## src/shared/rsw_defs.svh

```systemverilog
// constants for the reset, sleep and watchdog controller
// assumes inclusion by bare name from shared/
`ifndef RSW_DEFS_SVH
`define RSW_DEFS_SVH

`define RSW_ADDR_SCR        8'hFF
`define RSW_ADDR_WDCLR      8'hE3
`define RSW_ADDR_SLPSEL     8'hE0
`define RSW_SCR_GIE_BIT     7
`define RSW_SCR_WDRF_BIT    5
`define RSW_SCR_PORF_BIT    4
`define RSW_SCR_SLEEP_BIT   3
`define RSW_SCR_HALT_BIT    0
`define RSW_SCR_RESET       8'h10
`define RSW_WDCLR_FULL      8'h38
`define RSW_WD_LIMIT        2'h3
`define RSW_OSC_RECOVER     2'h3
`define RSW_SLPSEL_RESET    2'h0
`define RSW_CLK_HZ          25000000
`define RSW_HOLDOFF_MS      20
`define RSW_HOLDOFF_CYC     ((`RSW_CLK_HZ / 1000) * `RSW_HOLDOFF_MS)

`endif

```

## src/shared/rsw_pkg.sv

```systemverilog
// types for the reset, sleep and watchdog controller
// assumes no surroundings beyond the design files
package rsw_pkg;
  // sleep sequencer states
  typedef enum logic [2:0] {
    SLP_AWAKE,
    SLP_REQ,
    SLP_WAIT_NEG,
    SLP_DOWN,
    SLP_WAKE_UP,
    SLP_SAMPLE,
    SLP_RECOVER,
    SLP_RELEASE
  } rsw_slp_t;
endpackage

```

## src/shared/rsw_tick_if.sv

```systemverilog
// tick bundle between the sleep timer and the main controller
// assumes a single clock shared by both ends
`timescale 1ns/1ps
interface rsw_tick_if;
  logic       lp_rise;  // low-power clock rising edge, one cycle
  logic       lp_fall;  // low-power clock falling edge, one cycle
  logic       clr;      // clear the sleep timer count
  logic [1:0] sel;      // selected sleep period
  logic       ovf;      // sleep timer overflow, one cycle
  modport timer (input clr, input sel, input lp_rise, output ovf);
  modport ctrl  (output clr, output sel, output lp_rise, output lp_fall,
                 input ovf);
endinterface

```

## src/logic/rsw_sleep_timer.sv

```systemverilog
// sleep timer counting low-power clock rising edges
// assumes edge pulses already synchronised to the system clock
`timescale 1ns/1ps
module rsw_sleep_timer #(
  parameter int unsigned CNT_W = 12  // counter width
) (
  input  wire logic CLK_I,
  input  wire logic RST_I,
  input  wire logic CE_I,
  rsw_tick_if.timer tk
);
  logic [CNT_W-1:0] cnt_q;   // running count
  logic [CNT_W-1:0] limit;   // terminal count for the chosen period

  // period select: 64, 512, 1024 or full range of low-power ticks
  always_comb begin
    case (tk.sel)
      2'h0:    limit = CNT_W'(63);
      2'h1:    limit = CNT_W'(511);
      2'h2:    limit = CNT_W'(1023);
      default: limit = '1;
    endcase
  end

  // count ticks and wrap at the terminal count
  always_ff @(posedge CLK_I or posedge RST_I) begin
    if (RST_I) begin
      cnt_q <= '0;
    end else if (CE_I) begin
      if (tk.clr) begin
        cnt_q <= '0;
      end else if (tk.lp_rise) begin
        cnt_q <= (cnt_q >= limit) ? '0 : cnt_q + 1'b1;
      end
    end
  end

  // overflow fires awake or asleep R15 R22
  assign tk.ovf = CE_I && !tk.clr && tk.lp_rise && (cnt_q >= limit);
endmodule

```

## src/logic/rsw_ctrl.sv

```systemverilog
// reset, sleep and watchdog controller for the processor core
// assumes a plain register port on CLK_I and an asynchronous lp clock pin
`timescale 1ns/1ps
`include "rsw_defs.svh"

// Notes on behaviour
// sleep forces internal clock then stops oscillator
// three low-power cycles of oscillator recovery
// wake on internal clock; firmware reselects external
// power-up or watchdog reset restores all defaults
// after reset fetch zero, internal clocking
// power-up clock is internal divided by eight
// bit 7 mirrors global interrupt enable
// watchdog flag set by hardware, software clears
// power-up flag blocks watchdog resets
// power-up loads status register with 0x10
// processor held off about 20 ms
// bit 3 sleeps until interrupt or reset
// bit 0 halts until a reset
// clearing power-up flag arms watchdog permanently
// sleep timer overflows raise an interrupt
// watchdog resets on third overflow
// any clear write clears; 0x38 clears timer
// any unmasked pending interrupt wakes
// firmware keeps halt clear to resume
// oscillator restarts immediately on exit
// next instruction before service routine
// sleep interrupt fires while awake too
// halt request, ack, then power-down on fall
// wake sequence stepped on low-power edges
// cause flags clear on zero, reserved zero
module rsw_ctrl #(
  parameter int unsigned HOLDOFF_CYC = `RSW_HOLDOFF_CYC,  // start delay
  parameter int unsigned TMR_W       = 12                 // timer width
) (
  input  wire logic       CLK_I,
  input  wire logic       RST_I,
  input  wire logic       CE_I,
  input  wire logic [7:0] ADDR_I,
  input  wire logic [7:0] WDATA_I,
  input  wire logic       WR_I,
  input  wire logic       RD_I,
  output logic      [7:0] RDATA_O,
  input  wire logic       LP_CLK_I,
  input  wire logic       GIE_I,
  input  wire logic       IRQ_PEND_I,
  input  wire logic       BUS_HALT_ACK_I,
  input  wire logic       PROC_CLK_FALL_I,
  output logic            BUS_HALT_REQ_O,
  output logic            POWER_DOWN_O,
  output logic            OSC_RUN_O,
  output logic            FORCE_INT_CLK_O,
  output logic            PROC_HOLD_O,
  output logic            PROC_HALT_O,
  output logic            SLEEP_IRQ_O,
  output logic            MON_SAMPLE_O,
  output logic            SYS_RST_O
);
  rsw_tick_if tk ();

  logic                lp_s1_q;      // first synchroniser stage
  logic                lp_s2_q;      // second synchroniser stage
  logic                lp_s3_q;      // delayed copy for edge detect
  logic                wd_rst_q;     // watchdog reset pulse register
  logic                wd_armed_q;   // watchdog enabled latch
  logic [1:0]          wd_cnt_q;     // watchdog overflow count
  logic                wdrf_q;       // watchdog reset cause flag
  logic                porf_q;       // power-up reset cause flag
  logic                sleep_q;      // sleep request bit
  logic                halt_q;       // halt bit
  logic [1:0]          slpsel_q;     // sleep period select
  logic [1:0]          rec_q;        // oscillator recovery count
  logic [31:0]         hold_q;       // power-up hold-off count
  logic                hold_run_q;   // hold-off in progress
  logic [7:0]          rdata_q;      // read data register
  logic                irq_q;        // sleep timer interrupt pulse
  rsw_pkg::rsw_slp_t   st_q;         // sleep sequencer state
  rsw_pkg::rsw_slp_t   st_d;         // next sequencer state
  logic                wr_scr;       // write to status register
  logic                wr_clr;       // write to watchdog clear
  logic                rst_any;      // reset condition, reset input only, watchdog not included
  logic [7:0]          scr_val;      // status register read view

  assign wr_scr  = WR_I && (ADDR_I == `RSW_ADDR_SCR);
  assign wr_clr  = WR_I && (ADDR_I == `RSW_ADDR_WDCLR);
  assign rst_any = RST_I;

  // synchronise the low-power clock pin
  always_ff @(posedge CLK_I or posedge RST_I) begin
    if (RST_I) begin
      lp_s1_q <= 1'b0;
      lp_s2_q <= 1'b0;
      lp_s3_q <= 1'b0;
    end else if (CE_I) begin
      lp_s1_q <= LP_CLK_I;
      lp_s2_q <= lp_s1_q;
      lp_s3_q <= lp_s2_q;
    end
  end

  assign tk.lp_rise = lp_s2_q && !lp_s3_q;
  assign tk.lp_fall = !lp_s2_q && lp_s3_q;
  assign tk.sel     = slpsel_q;
  // 0x38 to the clear register also restarts the timer
  // a watchdog reset returns the timer to its default count too
  assign tk.clr     = (wr_clr && (WDATA_I == `RSW_WDCLR_FULL)) ||
                      wd_rst_q;

  rsw_sleep_timer #(
    .CNT_W (TMR_W)
  ) u_timer (
    .CLK_I (CLK_I),
    .RST_I (rst_any),
    .CE_I  (CE_I),
    .tk    (tk)
  );

  // sleep timer interrupt pulse, registered
  always_ff @(posedge CLK_I or posedge RST_I) begin
    if (RST_I) begin
      irq_q <= 1'b0;
    end else if (CE_I) begin
      irq_q <= tk.ovf;
    end
  end

  // power-up flag: set by reset, cleared by writing zero
  always_ff @(posedge CLK_I or posedge RST_I) begin
    if (RST_I) begin
      porf_q <= 1'b1;
    end else if (CE_I) begin
      if (wr_scr && !WDATA_I[`RSW_SCR_PORF_BIT]) begin
        porf_q <= 1'b0;
      end
    end
  end

  // watchdog arm latch, only a power-up reset disarms it
  always_ff @(posedge CLK_I or posedge RST_I) begin
    if (RST_I) begin
      wd_armed_q <= 1'b0;
    end else if (CE_I) begin
      if (!porf_q) begin
        wd_armed_q <= 1'b1;
      end
    end
  end

  // watchdog counter of timer overflows
  always_ff @(posedge CLK_I or posedge RST_I) begin
    if (RST_I) begin
      wd_cnt_q <= 2'h0;
      wd_rst_q <= 1'b0;
    end else if (CE_I) begin
      wd_rst_q <= 1'b0;
      if (wd_rst_q) begin
        wd_cnt_q <= 2'h0;
      end else if (wr_clr) begin
        wd_cnt_q <= 2'h0;
      end else if (tk.ovf && wd_armed_q && !porf_q) begin
        // third overflow fires the reset R16 R9
        if (wd_cnt_q == `RSW_WD_LIMIT - 2'h1) begin
          wd_cnt_q <= 2'h0;
          wd_rst_q <= 1'b1;
        end else begin
          wd_cnt_q <= wd_cnt_q + 2'h1;
        end
      end
    end
  end

  // watchdog cause flag: set wins over a clearing write
  always_ff @(posedge CLK_I or posedge RST_I) begin
    if (RST_I) begin
      wdrf_q <= 1'b0;
    end else if (CE_I) begin
      if (wd_rst_q) begin
        wdrf_q <= 1'b1;
      end else if (wr_scr && !WDATA_I[`RSW_SCR_WDRF_BIT]) begin
        wdrf_q <= 1'b0;
      end
    end
  end

  // sleep and halt bits; a watchdog reset restores defaults
  always_ff @(posedge CLK_I or posedge RST_I) begin
    if (RST_I) begin
      sleep_q  <= 1'b0;
      halt_q   <= 1'b0;
      slpsel_q <= `RSW_SLPSEL_RESET;
    end else if (CE_I) begin
      if (wd_rst_q) begin
        sleep_q  <= 1'b0;
        halt_q   <= 1'b0;
        slpsel_q <= `RSW_SLPSEL_RESET;
      end else begin
        if (wr_scr) begin
          halt_q <= halt_q | WDATA_I[`RSW_SCR_HALT_BIT];
        end
        if (wr_scr && WDATA_I[`RSW_SCR_SLEEP_BIT]) begin
          sleep_q <= 1'b1;
        end else if (st_q == rsw_pkg::SLP_RELEASE) begin
          sleep_q <= 1'b0;
        end
        if (WR_I && ADDR_I == `RSW_ADDR_SLPSEL) begin
          slpsel_q <= WDATA_I[1:0];
        end
      end
    end
  end

  // hold-off after power-up reset release
  always_ff @(posedge CLK_I or posedge RST_I) begin
    if (RST_I) begin
      hold_q     <= 32'h0;
      hold_run_q <= 1'b1;
    end else if (CE_I) begin
      if (hold_run_q) begin
        if (hold_q >= HOLDOFF_CYC - 1) begin
          hold_run_q <= 1'b0;
        end else begin
          hold_q <= hold_q + 32'h1;
        end
      end
    end
  end

  // sleep sequencer next state
  always_comb begin
    st_d = st_q;
    case (st_q)
      rsw_pkg::SLP_AWAKE: begin
        if (sleep_q && !halt_q) begin
          st_d = rsw_pkg::SLP_REQ;
        end
      end
      rsw_pkg::SLP_REQ: begin
        if (BUS_HALT_ACK_I) begin
          st_d = rsw_pkg::SLP_WAIT_NEG;
        end
      end
      rsw_pkg::SLP_WAIT_NEG: begin
        if (PROC_CLK_FALL_I) begin
          st_d = rsw_pkg::SLP_DOWN;
        end
      end
      rsw_pkg::SLP_DOWN: begin
        // any unmasked interrupt, gie ignored R18
        if (IRQ_PEND_I && tk.lp_fall && !halt_q) begin
          st_d = rsw_pkg::SLP_WAKE_UP;
        end
      end
      rsw_pkg::SLP_WAKE_UP: begin
        if (tk.lp_rise) begin
          st_d = rsw_pkg::SLP_SAMPLE;
        end
      end
      rsw_pkg::SLP_SAMPLE: begin
        if (tk.lp_rise) begin
          st_d = rsw_pkg::SLP_RECOVER;
        end
      end
      rsw_pkg::SLP_RECOVER: begin
        if (tk.lp_fall && rec_q == `RSW_OSC_RECOVER) begin
          st_d = rsw_pkg::SLP_RELEASE;
        end
      end
      rsw_pkg::SLP_RELEASE: begin
        st_d = rsw_pkg::SLP_AWAKE;
      end
      default: begin
        st_d = rsw_pkg::SLP_AWAKE;
      end
    endcase
  end

  // sequencer state, watchdog reset returns to awake
  always_ff @(posedge CLK_I or posedge RST_I) begin
    if (RST_I) begin
      st_q <= rsw_pkg::SLP_AWAKE;
    end else if (CE_I) begin
      st_q <= wd_rst_q ? rsw_pkg::SLP_AWAKE : st_d;
    end
  end

  // oscillator recovery counts low-power rising edges after restart
  always_ff @(posedge CLK_I or posedge RST_I) begin
    if (RST_I) begin
      rec_q <= 2'h0;
    end else if (CE_I) begin
      // count starts only once the oscillator is powered again
      if (st_q == rsw_pkg::SLP_DOWN || st_q == rsw_pkg::SLP_WAKE_UP) begin
        rec_q <= 2'h0;
      end else if (tk.lp_rise && rec_q != `RSW_OSC_RECOVER) begin
        rec_q <= rec_q + 2'h1;
      end
    end
  end

  // status register read view, reserved bits zero
  always_comb begin
    scr_val = 8'h00;
    scr_val[`RSW_SCR_GIE_BIT]   = GIE_I;
    scr_val[`RSW_SCR_WDRF_BIT]  = wdrf_q;
    scr_val[`RSW_SCR_PORF_BIT]  = porf_q;
    scr_val[`RSW_SCR_SLEEP_BIT] = sleep_q;
    scr_val[`RSW_SCR_HALT_BIT]  = halt_q;
  end

  // read data one cycle after the strobe, zero otherwise
  always_ff @(posedge CLK_I or posedge RST_I) begin
    if (RST_I) begin
      rdata_q <= 8'h00;
    end else if (CE_I) begin
      if (RD_I && ADDR_I == `RSW_ADDR_SCR) begin
        rdata_q <= scr_val;
      end else if (RD_I && ADDR_I == `RSW_ADDR_SLPSEL) begin
        rdata_q <= {6'h00, slpsel_q};
      end else begin
        rdata_q <= 8'h00; // clear register is write-only
      end
    end
  end

  assign RDATA_O        = rdata_q;
  assign SLEEP_IRQ_O    = irq_q;
  // request raised at once from the sleep bit R23
  assign BUS_HALT_REQ_O = (st_q != rsw_pkg::SLP_AWAKE) ||
                          (sleep_q && !halt_q);
  // power-down stands until the lp rise after the wake edge
  assign POWER_DOWN_O   = (st_q == rsw_pkg::SLP_DOWN) ||
                          (st_q == rsw_pkg::SLP_WAKE_UP);
  // oscillator off only while powered down R1 R20
  assign OSC_RUN_O      = !POWER_DOWN_O;
  // internal clock forced through sleep and wake R1 R3 R5 R6
  assign FORCE_INT_CLK_O = (st_q != rsw_pkg::SLP_AWAKE);
  assign MON_SAMPLE_O   = (st_q == rsw_pkg::SLP_SAMPLE) && tk.lp_rise;
  assign PROC_HOLD_O    = hold_run_q;
  assign PROC_HALT_O    = halt_q;
  assign SYS_RST_O      = wd_rst_q;
endmodule

```

## config.mk

```make
export PLATFORM = sky130hd
export DESIGN_NAME = rsw_ctrl
export DESIGN_NICKNAME = d
export VERILOG_FILES = /design/src/shared/rsw_pkg.sv /design/src/shared/rsw_tick_if.sv /design/src/logic/rsw_sleep_timer.sv /design/src/logic/rsw_ctrl.sv
export VERILOG_INCLUDE_DIRS = /design/src /design/src/shared
export SDC_FILE = /design/constraint.sdc
export NUM_CORES = 1
export LEC_CHECK = 0
export ABC_AREA = 1
export ABC_CLOCK_PERIOD_IN_PS = 4560
export BUFFER_PORTS_ARGS = -buffer_cell sky130_fd_sc_hd__buf_2
export CAP_MARGIN = 20
export CORE_ASPECT_RATIO = 0.7
export CORE_UTILIZATION = 64
export DETAILED_ROUTE_END_ITERATION = 16
export GPL_ROUTABILITY_DRIVEN = 0
export HOLD_SLACK_MARGIN = 0.03
export PLACE_DENSITY_LB_ADDON = 0.1
export SLEW_MARGIN = 40
export SYNTH_ARGS = -nofsm -noshare
export SYNTH_HDL_FRONTEND = slang
export SYNTH_HIERARCHICAL = 1
export SYNTH_SLANG_ARGS = --single-unit
export TNS_END_PERCENT = 5
```

## constraint.sdc

```tcl
create_clock -name CLK_I -period 4.56 [get_ports CLK_I]
set_input_delay 0.456 -clock CLK_I [delete_from_list [all_inputs] [get_ports CLK_I]]
set_output_delay 0.456 -clock CLK_I [all_outputs]
set_load 0.005 [all_outputs]
```

==> flow_summary.ini, run 1 <==
[status]
outcome = finished clean

[clocking]
hold_buffers = 0
cts_resized = 0
cts_made_buffers = 9
clk_pin_slew_worst_paths_ns = 0.09
cts_setup_buffers = 0
tritoncts = built
clock-sinks = 70
worstSkewPairLatency_ns = 0.35
root_buffer = clkbuf_8
clock_path_buffers = 2
htreeDepth = 3

[setup_path]
endpoint = wd_cnt_q[0]
path_delay_family = simple AND/OR/NAND/NOR gates
crit_arrival_ns = 2.67
worst_setup_path_start_kind = register
slowest_stage = dfrtp_1
crit_path_frequent_cell = nand2_1
r2r_slack_ns = 2.13
r2r-end = wd_cnt_q[0]
worstSetupPathType = reg -> reg
cp_num_cells = 12
critPathBufInv = 1
crit_path_max_incr_delay_ns = 0.46
end_kind = register
required_ns = 4.80
worst-r2r-cell-count = 12
critPathLaunch = slpsel_q[1]
reg2reg_from = slpsel_q[1]
crit_path_cell_trace = nand2_1, ha_1, nand3_1, nor2_1, nor2_2, a21boi_0, nand3_1, nand2_1, nand2_1, inv_1, nand2_1, o21ai_0
critPathMaxFanout = 13

[global_route]
grt_pass1_wl_um = 15000
grt_overflow = 0
grt_pass1_vias = 3363
grt_max_degree = 59
grtUsageTotal_pct = 28.6
antenna_found_initial = 0

[synthesis]
yosysWarnings = 6
post-synth-top-area-fraction_pct = 41.8
syn_inst = 552
synth.cell_area_um2 = 4070
synth_async_sr_flop_share_pct = 100
synth.area.top_cells = dfrtp_1 (42%), nand2_1 (15%), inv_1 (5.9%), nand4_1 (5.8%), nand3_1 (5.8%)
synth_top_cell_by_area = dfrtp_1
yosys_most_used_dff = dfrtp_1
ys_seq_area_share_pct = 43.1
yosysUniqueCellTypes = 36
ys_ff_latch = 70
synth-edff-count = 0
syn_avg_cell_area_um2 = 7.38

[cells_and_area]
diodes = 0
mostFrequentLayoutCells = nand2_1 (165), dfrtp_1 (68), inv_1 (63)
drive_gt1_share_pct = 17.1
final_common_cell = nand2_1
fin_nets = 611
area_growth_pct = 8.70
fillers = 471

[worst_hold_path]
hold_path_class = in -> async

[place]
dpl.hpwl_um = 6290
io_buffers = 40
dp_slack_ns = 1.85

[timing]
tightestPinTransition_ns = 0.740
maxSlewHeadroom_pct = 50.7
setup_tns_ns = 0
rsz0062_at_grt = no
hold_slack_ns = 0.130
period_share_pct = 53.4
max_freq_ghz = 0.411
setup_ws_ns = 2.13
finalHoldViolations = 0
timing.final.crit_period_ns = 2.43
setup_viol = 0
clock_skew_ns = 0.00956
drv_slew = 0

[floorplan]
dieArea_um2 = 6690
die_y_um = 68.7
ioPinCount = 43
start_util_pct = 68.7
chipWidth_um = 97.3
coreArea_um2 = 5930
row_count = 23

[pwr]
combPwrFrac_pct = 10.3
switchingPower_uw = 381
ir_worst_vdd_mv = 0.216
power_frac_seq_pct = 52.9
p_sw_share_pct = 29.6
p_leak_nw = 2.29
p_int_uw = 906
clkPwrFrac_pct = 36.9
p_per_area_nw_per_um2 = 291
total_power_mw = 1.29

[detailed_routing]
drt_first_pass_iters = 5
drc = 0
wl_per_cell_um = 13.5
vias = 3709
ant_nets = 0
vias_per_cell = 5.63
drt_iter0_markers = 307
finalWirelength_um = 8870

[run]
max_cap_viol_count = 0
==> worst register-to-register path, stage by stage (launching register included) <==
cell and delay [ns]:
dfrtp_1 0.46, nand2_1 0.12, ha_1 0.31, nand3_1 0.15, nor2_1 0.08, nor2_2 0.43
a21boi_0 0.27, nand3_1 0.16, nand2_1 0.06, nand2_1 0.08, inv_1 0.07, nand2_1 0.06
o21ai_0 0.06
==> worst min-delay path by stage <==
stage / startpoint / endpoint / slack [ns] / depth (start not counted)
5_1_grt: RST_I / u_timer/cnt_q[5] / 0.14 / 2
4_1_cts: RST_I / u_timer/cnt_q[5] / 0.13 / 2
6_report: RST_I / u_timer/cnt_q[5] / 0.13 / 2
3_5_place_dp: hold_q[23] / hold_q[23] / 0.37 / 0
2_1_floorplan: RST_I / u_timer/cnt_q[0] / 0.32 / 1
3_3_place_gp: hold_q[28] / hold_q[28] / 0.37 / 0
==> sequential cells by signal, summed over array words and instances, names as in the netlist <==
signal         cells
RDATA_O            6
SYS_RST_O          1
slpsel_q           2
lp_s1_q            1
SLEEP_IRQ_O        1
hold_q            32
sleep_q            1
wd_cnt_q           2
rec_q              2
wdrf_q             1
PROC_HALT_O        1
porf_q             1
st_q               3
lp_s3_q            1
wd_armed_q         1
u_timer/cnt_q     12
PROC_HOLD_O        1
lp_s2_q            1
==> per-stage QoR <==
stage	instance area, um2	util [%]	std cells
floorplan	4080	-	553
global placement	4230	71.3	642
detailed placement	4230	71.3	642
CTS	4410	74.4	658
global route	4430	74.7	659
finish	4430	74.7	659
==> power groups by stage <==
stage	Clock [mW]	Sequential, mW	Combinational (mW)
floorplan	0	0.685	0.0967
global route	0.507	0.685	0.152
CTS	0.484	0.680	0.132
global placement	0	0.691	0.125
detailed placement	0	0.692	0.130
finish	0.474	0.680	0.132
==> synth_stat cells (all sizes together) (6+ instances only) <==
master  count
nor2       65
dfrtp      68
nand2     174
clkbuf     15
nand4      39
nand3      51
ha          6
buf        13
xor2        6
nor3       13
o21ai      12
a21oi       9
inv        69
==> kinds of logic after synthesis <==
kind of cell / Yosys count / share of synthesized area, %
AND/OR/NAND/NOR: 344 / 39.3
buffers and inverters: 97 / 10.2
flip-flops: 70 / 43.1
AO/OA/AOI/OAI: 26 / 3.69
XOR/XNOR: 8 / 1.72
adder cells (fa/ha/maj): 6 / 1.84
other: 1 / 0.0921
==> layout make-up <==
class | instances | area (um2) | share of cell area [%]
repair buffers | 43 | 226 | 5.12
multi-input cells | 386 | 1910 | 43.1
clock buffers | 9 | 124 | 2.80
well taps | 75 | 93.8 | 2.12
inverters | 69 | 259 | 5.85
clock inverters | 7 | 61.3 | 1.39
flip-flops and latches | 70 | 1750 | 39.6
==> layer usage <==
layer | track usage, % | up-vias | share of wire, %
li1 | - | 1818 | -
met1 | 38.1 | 1739 | 47
met2 | 47.4 | 140 | 46
met3 | 7.36 | 12 | 6.5
met4 | 8.27 | 0 | 1.2
met5 | 0 | - | 0
Note: power is estimated with default switching activity, not from simulation.
==> run 2, diff against run 1 <==
--- a/config.mk
+++ b/config.mk
@@ -6,12 +6,12 @@
 export SDC_FILE = /design/constraint.sdc
 export NUM_CORES = 1
 export LEC_CHECK = 0
-export ABC_AREA = 1
-export ABC_CLOCK_PERIOD_IN_PS = 4560
+export ABC_AREA = 0
+export ABC_CLOCK_PERIOD_IN_PS = 2040
 export BUFFER_PORTS_ARGS = -buffer_cell sky130_fd_sc_hd__buf_2
 export CAP_MARGIN = 20
 export CORE_ASPECT_RATIO = 0.7
-export CORE_UTILIZATION = 64
+export CORE_UTILIZATION = 52
 export DETAILED_ROUTE_END_ITERATION = 16
 export GPL_ROUTABILITY_DRIVEN = 0
 export HOLD_SLACK_MARGIN = 0.03
==> constraint.sdc (replaced) <==
create_clock -name CLK_I -period 2.04 [get_ports CLK_I]
set_input_delay 0.204 -clock CLK_I [delete_from_list [all_inputs] [get_ports CLK_I]]
set_output_delay 0.204 -clock CLK_I [all_outputs]
set_load 0.005 [all_outputs]
==> run 2 against run 1 <==
  * The run now ends with negative setup slack left
  * Critical path depth down 2
  * Core utilization down 7.3 points
  * First-iteration DRC count shrank 54%
  * Global-route usage down 4.9 points
  * Sequential cell count is the same
  * Sequential share of layout area up 0.95 points
==> flow_summary.ini, run 2 <==
[status]
outcome = finished with violations
violations = negative setup slack

[timing]
finalHoldViolations = 0
setup_viol = 1
timing.final.crit_period_ns = 2.06
maxSlewHeadroom_pct = 66.4
max_freq_ghz = 0.485
clock_skew_ns = 0.00951
setup_tns_ns = -0.0200
rsz0062_at_grt = yes
period_share_pct = 101
drv_slew = 0
tightestPinTransition_ns = 0.497
setup_ws_ns = -0.0200

[floorplan]
dieArea_um2 = 7240
ioPinCount = 43
chipWidth_um = 101
coreArea_um2 = 6430
start_util_pct = 55.8
row_count = 24
die_y_um = 71.5

[synthesis]
synth_async_sr_flop_share_pct = 100
synth.area.top_cells = dfrtp_1 (47%), nand2_1 (5.1%), xor2_1 (4.2%), o21ai_0 (3.1%), nand3_1 (2.4%)
yosysUniqueCellTypes = 67
synth.cell_area_um2 = 3590
ys_ff_latch = 70
yosysMostFrequentCell = dfrtp_1
post-synth-top-area-fraction_pct = 47.5
ys_seq_area_share_pct = 48.9
syn_inst = 361
synth_common_cells = dfrtp_1 (68), nand2_1 (49), nor2_1 (22), o21ai_0 (22), clkbuf_1 (19)
yosys_most_used_dff = dfrtp_1
syn_avg_cell_area_um2 = 9.93
synth-edff-count = 0
synth_top_cell_by_area = dfrtp_1
yosysWarnings = 6

[global_route]
grtUsageTotal_pct = 23.7
grt_overflow = 0
grt_pass1_vias = 2696
antenna_found_initial = 0
grt_pass1_wl_um = 12900
grt_max_degree = 59

[setup_path]
end_kind = register
critPathLaunch = u_timer/cnt_q[1]
crit_arrival_ns = 2.30
r2r_slack_ns = -0.02
worstSetupPathType = reg -> reg
critPathMaxFanout = 3
worst-r2r-cell-count = 10
worst_setup_path_start_kind = register
required_ns = 2.28
r2r-end = wd_cnt_q[1]
reg2reg_from = u_timer/cnt_q[1]
endpoint = wd_cnt_q[1]

[detailed_routing]
wl_per_cell_um = 15.2
drt_first_pass_iters = 4
vias = 2853
finalWirelength_um = 7840
drt_iter0_markers = 141
drc = 0
vias_per_cell = 5.54
ant_nets = 0

[cells_and_area]
area_growth_pct = 20.6
drive_gt1_share_pct = 30.0
fin_nets = 451
largest-register = hold_q
diodes = 0
mostFrequentLayoutCells = dfrtp_1 (67), nand2_1 (48), buf_2 (40)
final_common_cell = dfrtp_1
fin_util_pct = 67.3
largest_reg_flops = 32

[place]
dp_slack_ns = -0.192
io_buffers = 40
dpl.hpwl_um = 5630

[pwr]
ir_worst_vdd_mv = 0.423
p_per_area_nw_per_um2 = 774
p_leak_nw = 2.03
p_int_mw = 2.37
clkPwrFrac_pct = 35.1
p_sw_share_pct = 29.3
combPwrFrac_pct = 17.5
switchingPower_uw = 982
power_frac_seq_pct = 47.4

[clocking]
worstSkewPairLatency_ns = 0.36
clock-sinks = 70
tritoncts = built
cts_made_buffers = 9
clk_pin_slew_worst_paths_ns = 0.08
root_buffer = clkbuf_8
htreeDepth = 3
clock_path_buffers = 2

[run]
max_cap_viol_count = 0

[worst_hold_path]
hold_path_class = in -> reg
[run 2: changes by cell type in the layout (fill, tap and decap cells not counted), moves of 11 or more]
cell	before	now
inv_1	63	13
xor2_1	6	17
buf_4	2	29
nand3_1	47	17
nand4_1	38	6
nand2_1	165	48
nor2_1	52	22
[run 2: per-layer routing]
metal / part of all wire (%) / track usage (%) / vias up
li1: - / - / 1390
met5: 0 / 0 / -
met3: 4.6 / 6.54 / 11
met1: 51 / 35.4 / 1394
met4: 0.89 / 7.57 / 0
met2: 43 / 33.3 / 58
[run 2: through the flow]
step | cells | cell area (um2) | hold slack, ns | power [mW]
2_1_floorplan | 362 | 3600 | 0.0687 | 1.94
3_3_place_gp | 497 | 4040 | 0.249 | 2.15
3_5_place_dp | 497 | 4040 | 0.259 | 2.16
4_1_cts | 515 | 4270 | 0.0561 | 3.35
5_1_grt | 515 | 4330 | 0.0593 | 3.54
6_report | 515 | 4330 | 0.0694 | 3.35
[run 2: area by class of cell]
class / count / area, um2
Sequential cell: 70 / 1760
Multi-Input combinational cell: 251 / 1730
Inverter: 15 / 56.3
Timing Repair Buffer: 72 / 468
Clock buffer: 10 / 138
Tap cell: 91 / 114
Clock inverter: 6 / 68.8
Fill cell: 523 / 2100
[run 2: cell families (layout without fill, tap and decap cells)]
group                    Yosys count  count (layout)  synth area share, %
AND/OR/NAND/NOR                  150             150                 23.3
flip-flops                        70              70                 48.9
AO/OA/AOI/OAI                     68              68                 14.2
buffers and inverters             41             103                 4.99
XOR/XNOR                          21              21                 5.13
adder cells (fa/ha/maj)            6               6                 2.09
multiplexers                       4               4                 1.26
other                              1               2                0.105
[run 2: timing repair]
item	in CTS	in global routing
pin swaps	10	4
gates cloned	0	0
hold buffers	1	0
buffers inserted	1	0
endpoints found under the hold margin	68	0
gates resized for setup	3	14
endpoints found under the setup margin	6	28
[run 2: power by group through the flow]
stage               sequential (mW)  combinational, mW  clock, mW
detailed placement             1.59              0.569          0
global route                   1.60              0.664       1.27
CTS                            1.57              0.574       1.21
floorplan                      1.57              0.375          0
finish                         1.59              0.586       1.18
global placement               1.59              0.558          0
[run 2: critical path, cell delays in order (launching register included)]
cell     delay (ns)
dfrtp_1        0.39
ha_4           0.17
nand3_4        0.07
o32ai_2        0.26
a22oi_2        0.12
or2_1          0.26
a21oi_2        0.18
nand2_2        0.09
nor2_1         0.11
o21ai_1        0.08
a32o_1         0.22
[run 2: worst min-delay path by stage]
stage	start	endpoint	depth (start not counted)
after floorplan	RST_I	u_timer/cnt_q[0]	1
after global placement	RST_I	u_timer/cnt_q[8]	2
after detailed placement	RST_I	u_timer/cnt_q[7]	2
after CTS	LP_CLK_I	lp_s1_q	2
after global routing	LP_CLK_I	lp_s1_q	2
final	LP_CLK_I	lp_s1_q	2
